`src/verilog/can_xcvr_defs.svh`:
```
/*
 * Timing constants for the transceiver control logic.
 * Assumes a 100 MHz core clock; counts derive from times in ns.
 */
`ifndef CAN_XCVR_DEFS_SVH
`define CAN_XCVR_DEFS_SVH

`define CLK_PERIOD_NS 10
// Wake filter time, least, in ns
`define WAKE_FLTR_NS 1000
`define WAKE_FLTR_CYC ((`WAKE_FLTR_NS + `CLK_PERIOD_NS - 1) / `CLK_PERIOD_NS)
// Transmit dominant time-out, in ns
`define TXD_TO_NS 1000000
`define TXD_TO_CYC (`TXD_TO_NS / `CLK_PERIOD_NS)
// Bus dominant time-out, in ns
`define BUS_TO_NS 1000000
`define BUS_TO_CYC (`BUS_TO_NS / `CLK_PERIOD_NS)
`define TMR_W 20

`endif

```
`src/verilog/can_xcvr_pkg.sv`:
```
/*
 * Types for the transceiver control logic.
 * Assumes can_xcvr_defs.svh supplies the numeric constants.
 */
package can_xcvr_pkg;

    typedef enum logic [1:0] {
        MODE_OFF = 2'b00,
        MODE_STANDBY = 2'b01,
        MODE_NORMAL = 2'b10
    } mode_e;

    // Analog front end controls
    typedef struct packed {
        logic tx_drive_en;
        logic rx_normal_en;
        logic lp_rx_en;
        logic bias_gnd;
        logic bias_rec;
        logic split_en;
    } afe_ctl_s;

endpackage : can_xcvr_pkg

```
`src/verilog/can_xcvr_ctrl.sv`:
```
/*
 * Mode, receive routing and fail-safe control of a CAN transceiver.
 * Assumes bus state, supply and thermal comparators arrive as
 * asynchronous levels; pull-ups are analog, default levels apply.
 */
`timescale 1ns/1ps
`default_nettype none
`include "can_xcvr_defs.svh"

module can_xcvr_ctrl
    import can_xcvr_pkg::*;
#(
    parameter int TXD_TO_CYCLES = `TXD_TO_CYC,
    parameter int BUS_TO_CYCLES = `BUS_TO_CYC
) (
    // Clock and reset
    input wire logic i_clk,
    input wire logic i_rst_n,
    // Controller side
    input wire logic i_txd,
    input wire logic i_mode_select_in,
    output logic o_rxd,
    // Bus comparators: 1 means dominant
    input wire logic i_bus_dom,
    input wire logic i_lp_bus_dom,
    // Supply and thermal monitors
    input wire logic i_main_supply_uv,
    input wire logic i_io_uv,
    input wire logic i_thermal_shutdown_level,
    // Front end controls
    output afe_ctl_s o_afe,
    output mode_e o_mode
);

    logic [1:0] rst_sync_r;
    logic rst_n;
    logic [1:0] s1_r [6];
    logic txd, mode_sel, bdom, lpdom, vuv, iouv, hot;
    mode_e mode_r, mode_nxt;
    logic [`TMR_W-1:0] txd_cnt_r;
    logic txd_to_r;
    logic [`TMR_W-1:0] bus_cnt_r;
    logic bus_to_r;
    logic lpdom_d_r;
    logic [`TMR_W-1:0] flt_cnt_r;
    logic flt_r;
    logic hot_lock_r;
    logic rxd_nxt;
    afe_ctl_s afe_nxt;

    localparam logic [`TMR_W-1:0] WAKE_TC = `TMR_W'(`WAKE_FLTR_CYC);
    localparam logic [`TMR_W-1:0] TXD_TC = `TMR_W'(TXD_TO_CYCLES);
    localparam logic [`TMR_W-1:0] BUS_TC = `TMR_W'(BUS_TO_CYCLES);

    always_ff @(posedge i_clk or negedge i_rst_n) begin
        if (!i_rst_n) begin
            rst_sync_r <= 2'h0;
        end else begin
            rst_sync_r <= {rst_sync_r[0], 1'b1};
        end
    end
    assign rst_n = rst_sync_r[1];

    // Pin synchronisers, txd and mode select reset to their pulled-up levels, the others reset low
    wire [5:0] pins = {i_txd, i_mode_select_in, i_bus_dom, i_lp_bus_dom,
                       i_main_supply_uv, i_io_uv};
    for (genvar g = 0; g < 6; g++) begin : g_sync
        always_ff @(posedge i_clk or negedge rst_n) begin
            if (!rst_n) begin
                s1_r[g] <= (g >= 4) ? 2'h3 : 2'h0;
            end else begin
                s1_r[g] <= {s1_r[g][0], pins[g]};
            end
        end
    end
    logic [1:0] hot_s_r;
    always_ff @(posedge i_clk or negedge rst_n) begin
        if (!rst_n) begin
            hot_s_r <= 2'h0;
        end else begin
            hot_s_r <= {hot_s_r[0], i_thermal_shutdown_level};
        end
    end
    assign txd = s1_r[5][1];
    assign mode_sel = s1_r[4][1];
    assign bdom = s1_r[3][1];
    assign lpdom = s1_r[2][1];
    assign vuv = s1_r[1][1];
    assign iouv = s1_r[0][1];
    assign hot = hot_s_r[1];

    // Mode selection
    always_comb begin
        if (iouv) begin
            mode_nxt = MODE_OFF;
        end else if (vuv) begin
            mode_nxt = MODE_STANDBY;
        end else if (mode_sel) begin
            mode_nxt = MODE_STANDBY;
        end else begin
            mode_nxt = MODE_NORMAL;
        end
    end

    always_ff @(posedge i_clk or negedge rst_n) begin
        if (!rst_n) begin
            mode_r <= MODE_STANDBY;
        end else begin
            mode_r <= mode_nxt;
        end
    end

    always_ff @(posedge i_clk or negedge rst_n) begin
        if (!rst_n) begin
            txd_cnt_r <= '0;
            txd_to_r <= 1'b0;
        end else if (txd) begin
            txd_cnt_r <= '0;
            txd_to_r <= 1'b0;
        end else if (txd_cnt_r < TXD_TC) begin
            txd_cnt_r <= txd_cnt_r + `TMR_W'(1);
        end else begin
            txd_to_r <= 1'b1;
        end
    end

    // Thermal lock until cool and transmit recessive
    always_ff @(posedge i_clk or negedge rst_n) begin
        if (!rst_n) begin
            hot_lock_r <= 1'b0;
        end else if (hot) begin
            hot_lock_r <= 1'b1;
        end else if (txd) begin
            hot_lock_r <= 1'b0;
        end
    end

    // Wake filter: pass states lasting beyond filter time
    always_ff @(posedge i_clk or negedge rst_n) begin
        if (!rst_n) begin
            lpdom_d_r <= 1'b0;
            flt_cnt_r <= '0;
            flt_r <= 1'b0;
        end else begin
            lpdom_d_r <= lpdom;
            if (lpdom != lpdom_d_r || lpdom == flt_r) begin
                flt_cnt_r <= '0;
            end else if (flt_cnt_r < WAKE_TC) begin
                flt_cnt_r <= flt_cnt_r + `TMR_W'(1);
            end else begin
                flt_r <= lpdom;
            end
        end
    end

    always_ff @(posedge i_clk or negedge rst_n) begin
        if (!rst_n) begin
            bus_cnt_r <= '0;
            bus_to_r <= 1'b0;
        end else if (mode_r != MODE_STANDBY) begin
            bus_cnt_r <= '0;
            bus_to_r <= 1'b0;
        end else if (!lpdom) begin
            bus_cnt_r <= '0;
            // Forced high holds until the filter passes recessive
            if (!flt_r) begin
                bus_to_r <= 1'b0;
            end
        end else if (bus_cnt_r < BUS_TC) begin
            bus_cnt_r <= bus_cnt_r + `TMR_W'(1);
        end else begin
            bus_to_r <= 1'b1;
        end
    end

    always_comb begin
        afe_nxt = '0;
        rxd_nxt = 1'b1;
        unique case (mode_nxt)
            MODE_NORMAL: begin
                afe_nxt.tx_drive_en = !txd_to_r && !hot_lock_r && !hot;
                afe_nxt.rx_normal_en = 1'b1;
                afe_nxt.bias_rec = 1'b1;
                afe_nxt.split_en = 1'b1;
                rxd_nxt = !bdom;
            end
            MODE_STANDBY: begin
                afe_nxt.lp_rx_en = 1'b1;
                afe_nxt.bias_gnd = 1'b1;
                rxd_nxt = !(flt_r && !bus_to_r);
            end
            MODE_OFF: begin
                rxd_nxt = 1'b1;
            end
            default: begin
                rxd_nxt = 1'b1;
            end
        endcase
    end

    always_ff @(posedge i_clk or negedge rst_n) begin
        if (!rst_n) begin
            o_rxd <= 1'b1;
            // Reset presents Standby, matching the pulled-up mode select
            o_afe <= '{lp_rx_en: 1'b1, bias_gnd: 1'b1, default: 1'b0};
            o_mode <= MODE_STANDBY;
        end else begin
            o_rxd <= rxd_nxt;
            o_afe <= afe_nxt;
            o_mode <= mode_nxt;
        end
    end
endmodule : can_xcvr_ctrl
`default_nettype wire

```
`config.mk`:
```
export PLATFORM = sky130hd
export DESIGN_NAME = can_xcvr_ctrl
export DESIGN_NICKNAME = d
export VERILOG_FILES = /design/src/verilog/can_xcvr_pkg.sv /design/src/verilog/can_xcvr_ctrl.sv
export VERILOG_INCLUDE_DIRS = /design/src /design/src/verilog
export SDC_FILE = /design/constraint.sdc
export NUM_CORES = 1
export LEC_CHECK = 0
export ABC_AREA = 1
export BUFFER_PORTS_ARGS = -buffer_cell sky130_fd_sc_hd__buf_2
export CAP_MARGIN = 20
export CORE_MARGIN = 1
export CORE_UTILIZATION = 45
export DETAILED_ROUTE_END_ITERATION = 10
export PLACE_DENSITY = 0.72
export SETUP_SLACK_MARGIN = 0.3
export SLEW_MARGIN = 20
export SYNTH_ARGS = -nofsm -noshare
export SYNTH_HDL_FRONTEND = slang
export SYNTH_SLANG_ARGS = --single-unit
```
`constraint.sdc`:
```
create_clock -name i_clk -period 6.66 [get_ports i_clk]
set_clock_uncertainty 0.05 [all_clocks]
set_input_delay 1.665 -clock i_clk [delete_from_list [all_inputs] [get_ports i_clk]]
set_output_delay 1.665 -clock i_clk [all_outputs]
set_load 0.02 [all_outputs]
```
# Yosys cells after proc, flatten, opt, wreduce, memory -nomap -nowiden
# Index checks and enable logic that the tools add are counted.
# totals
reg_bits	90
latch_bits	0
mem_bits_rw	0
mem_bits_ro	0
inputBits	9
output_inout_bits	9
elab_cells	78
memories	0
# op_classes
add_sub_neg	3
mul	0
n_div	0
n_lt_le_gt_ge	3
n_eq_ne	9
shift	0
mux	22
n_bitwise	2
n_reduce_logical	15
# op_table
operator	n
20-bit two-way mux	7
20-bit by 1-bit adder with 20-bit output (second input constant)	3
20-bit by 17-bit < comparator with 1-bit output (second input constant)	2
20-bit by 7-bit < comparator with 1-bit output (second input constant)	1
2-bit two-way mux	6
1-bit two-way mux	8
1-bit logical NOT	6
2-bit nonzero test	3
2-bit AND reduction	2
1-bit logical AND	3
3-bit by 1-bit inequality test with 1-bit output (second input constant)	1
3-bit by 2-bit inequality test with 1-bit output (second input constant)	1
3-bit inequality test (second input constant)	1
2-bit by 1-bit == test with 1-bit output (second input constant)	1
2-bit == test (second input constant)	1
2-bit by 1-bit inequality test with 1-bit output (second input constant)	1
2-bit inequality test (second input constant)	1
1-bit NOT	2
1-bit case mux with 2 select lines	1
1-bit == test	1
1-bit logical OR	1
1-bit inequality test	1

# Logic depth before layout (Yosys ltp)
# logic_depth
ltp_word	5
depth_mapped	10
ltp_nobuf	10

# Worst setup path after synthesis
# No wires, ideal clock.
# synth_path
path_type	register to output
startpoint	reg o_afe[2] (netlist name)
endpoint	out o_afe[3] (netlist name)
t_arrival_ns	0.720
required_time_ns	4.945
slack_ns	4.225
path_stages_with_launch	2
path_buffers	1
cell_sequence	dfstp_2 > buf_4
# synth_rtl
element	line	source
end: declaration	can_xcvr_ctrl.sv:31	output afe_ctl_s o_afe,

# Worst setup path in the final report
# layout_path
startpoint	reg o_afe[2] (netlist name)
endpoint	out o_afe[2] (netlist name)
# layout_rtl
element	line	source
start signal: assignment	can_xcvr_ctrl.sv:209	o_afe <= afe_nxt;
# No word-level cell between the ends.

==> impl_metrics.yaml <==
outcome:
  run_status: "completed"
route:
  drtIter0Drc: 215
  drt-pass1-iter-count: 4
  via_count: 3444
  wirelength_mm: 8.22
  drc: 0
  ant_nets: 0
  route.detailed.wl_per_inst_um: 12.1
  vias_per_cell: 5.07
global_routing:
  grt_max_degree: 86
  grt.overflow.total: 0
  antenna_found_initial: 0
  grt_usage_pct: 18.6
  grt_pass1_wl_mm: 14.8
  grt_pass1_vias: 3388
power_and_ir_drop:
  p_leak_nw: 2.24
  clock_power_share_pct: 39.0
  p_per_area_nw_per_um2: 206
  combPwrFrac_pct: 4.0
  pwr-share-seq_pct: 57.0
  netSwitchingPower_uw: 222
  vdd_ir_drop_max_v: 0.000146
  swShare_pct: 22.9
  report.power.total_uw: 969
  internal_power_uw: 746
critical_path:
  critPathCaptureType: "output pin"
  crit_buf_inv: 1
  critPathMaxFanout: 2
  path_cells: "buf_2"
  rr_endpoint: "flt_cnt_r[4]"
  path_class: "reg -> out"
  rr_startpoint: "lpdom"
  cpMaxStageDelayCell: "dfstp_2"
  cp.arrival_ns: 1.03
  crit_path_max_incr_delay_ns: 0.53
  path_delay_family: "flip-flops"
  regToRegSetupSlack_ns: 4.29
  cp.depth: 1
  rr_worst_depth: 6
  start_kind: "flip-flop"
  cp.required_ns: 4.95
floorplanning:
  ios: 18
  die_h_um: 99.9
  initial_core_util_pct: 46.6
  die_w_um: 99.9
  core-area_um2: 9240
  row_count: 35
  die_area_um2: 9970
cts:
  htreeDepth: 3
  clk_latency_ns: 0.35
  clkSinkCount: 87
  cts_hold_buf: 0
  cts-root-buf: "clkbuf_8"
  ctsLongestPathBuffers: 2
  ctsResizeCount: 0
  postCtsSetupBuffers: 0
  clk_pin_slew_ns: 0.09
  cts_tree: "done"
  cts_made_buffers: 9
layout:
  diodes: 0
  area_growth_pct: 9.06
  drive_above_1_share_pct: 12.0
  fin_nets: 560
  final_common_cell: "nand2_1"
  most-common-layout-cells: "nand2_1, nor2_1, dfrtp_1"
synthesis:
  synth_area_leader_cell: "dfrtp_1"
  syn_area_um2: 4310
  synth-simple-area-share_pct: 33.5
  synthMuxAreaShare_pct: 0
  yosysWarnings: 0
  syn-num-nets: 542
  synth_edf_count: 0
  syn_avg_cell_area_um2: 8.18
  ys_ff_latch: 87
  async_flop_share_pct: 100
  synth_fa_ha_area_share_pct: 1.74
  synthTopCellsByArea: "dfrtp_1, nand2_1, nor2_1, nand3_1, inv_1"
  seq_area_frac_synth_pct: 50.7
  synth_top_area_share_pct: 46.5
  yosysUniqueCellTypes: 38
  synthFlopType: "dfrtp_1"
  synth-xor-area-share_pct: 2.44
  syn_inst: 527
  synth_top_family_by_area: "simple AND/OR/NAND/NOR gates"
  synth_compound_area_share_pct: 3.63
hold_path:
  min_path_type: "reg -> async"
sta:
  worstMarginPinSlew_ns: 0.835
  period_minus_slack_ns: 2.75
  tns_ns: 0
  finalSetupViolCount: 0
  rsz0062_at_grt: "no"
  final-hold-violation-count: 0
  fmaxAchievable_ghz: 0.364
  maxSlewHeadroom_pct: 44.3
  period_share_pct: 41.2
  whs_ns: 0.289
  finalMaxSlewViolations: 0
placed_design:
  place_hpwl_mm: 5.83
  io_buffers: 17
  routabilityCongestion: 0.915
run:
  cap_violations: 0
sequential cells by signal, summed over array words and instances (netlist names), 2 cells and up:
signal	count
o_afe	3
rst_sync_r	2
flt_cnt_r	20
hot_s_r	2
o_mode	2
txd_cnt_r	20
bus_cnt_r	20
s1_r	8
power groups by stage:
| stage | combinational, mW | sequential (mW) | clock [mW] |
|---|---|---|---|
| 2_1_floorplan | 0.0223 | 0.566 | 0 |
| 5_1_grt | 0.0439 | 0.555 | 0.409 |
| 4_1_cts | 0.0334 | 0.557 | 0.391 |
| 6_report | 0.0386 | 0.552 | 0.378 |
| 3_5_place_dp | 0.0331 | 0.568 | 0 |
| 3_3_place_gp | 0.0324 | 0.567 | 0 |
synthesized netlist by cell type, types with 2 or more instances:
library cell	instances
a21oi_1	5
buf_2	2
buf_4	4
buf_6	4
clkinv_1	3
dfrtp_1	80
dfstp_2	7
ha_1	6
inv_1	60
inv_2	2
nand2_1	133
nand2_2	4
nand3_1	50
nand3_2	2
nand3_4	2
nand4_1	24
nor2_1	87
nor3_1	6
nor3_2	2
nor3b_1	2
nor4_1	2
o211ai_1	2
o21ai_0	7
o21ai_2	7
xnor2_1	2
xor2_1	10
worst max path at each step:
stage	from	to	slack (ns)
after floorplan	rst_sync_r[1]	bdom	4.02
after global placement	o_mode[0]	o_mode[0]	4.29
after detailed placement	o_afe[2]	o_afe[2]	4.29
after CTS	o_afe[2]	o_afe[2]	3.90
after global routing	o_afe[2]	o_afe[3]	3.87
final	o_afe[2]	o_afe[2]	3.91
layout make-up:
type	instances	area, um2
multi-input combinational	363	1780
sequential	87	2190
clock buffer	12	155
inverter	66	250
timing repair buffer	18	105
fill	858	4540
tap	129	161
clock inverter	4	53.8
stage by stage:
step,std cells,util [%],instance area [um2],setup WS [ns]
2_1_floorplan,527,-,4310,4.02
3_3_place_gp,662,48.4,4470,4.29
3_5_place_dp,662,48.4,4470,4.29
4_1_cts,678,50.6,4680,3.90
5_1_grt,679,50.9,4700,3.87
6_report,679,50.9,4700,3.91
cells by family (layout without fill, tap and decap cells):
kind of cell	Yosys count	in the layout
buffers and inverters	77	100
other	1	1
AND/OR/NAND/NOR	320	320
XOR/XNOR	12	12
adder cells (fa/ha/maj)	6	6
AO/OA/AOI/OAI	24	24
flip-flops	87	87
metal layers:
layer	wire, um	track usage [%]
met1	3920	24.5
met2	3810	30.2
met3	302	2.99
met4	192	9.16
met5	0	0
Power figures use the tool's default switching activity.
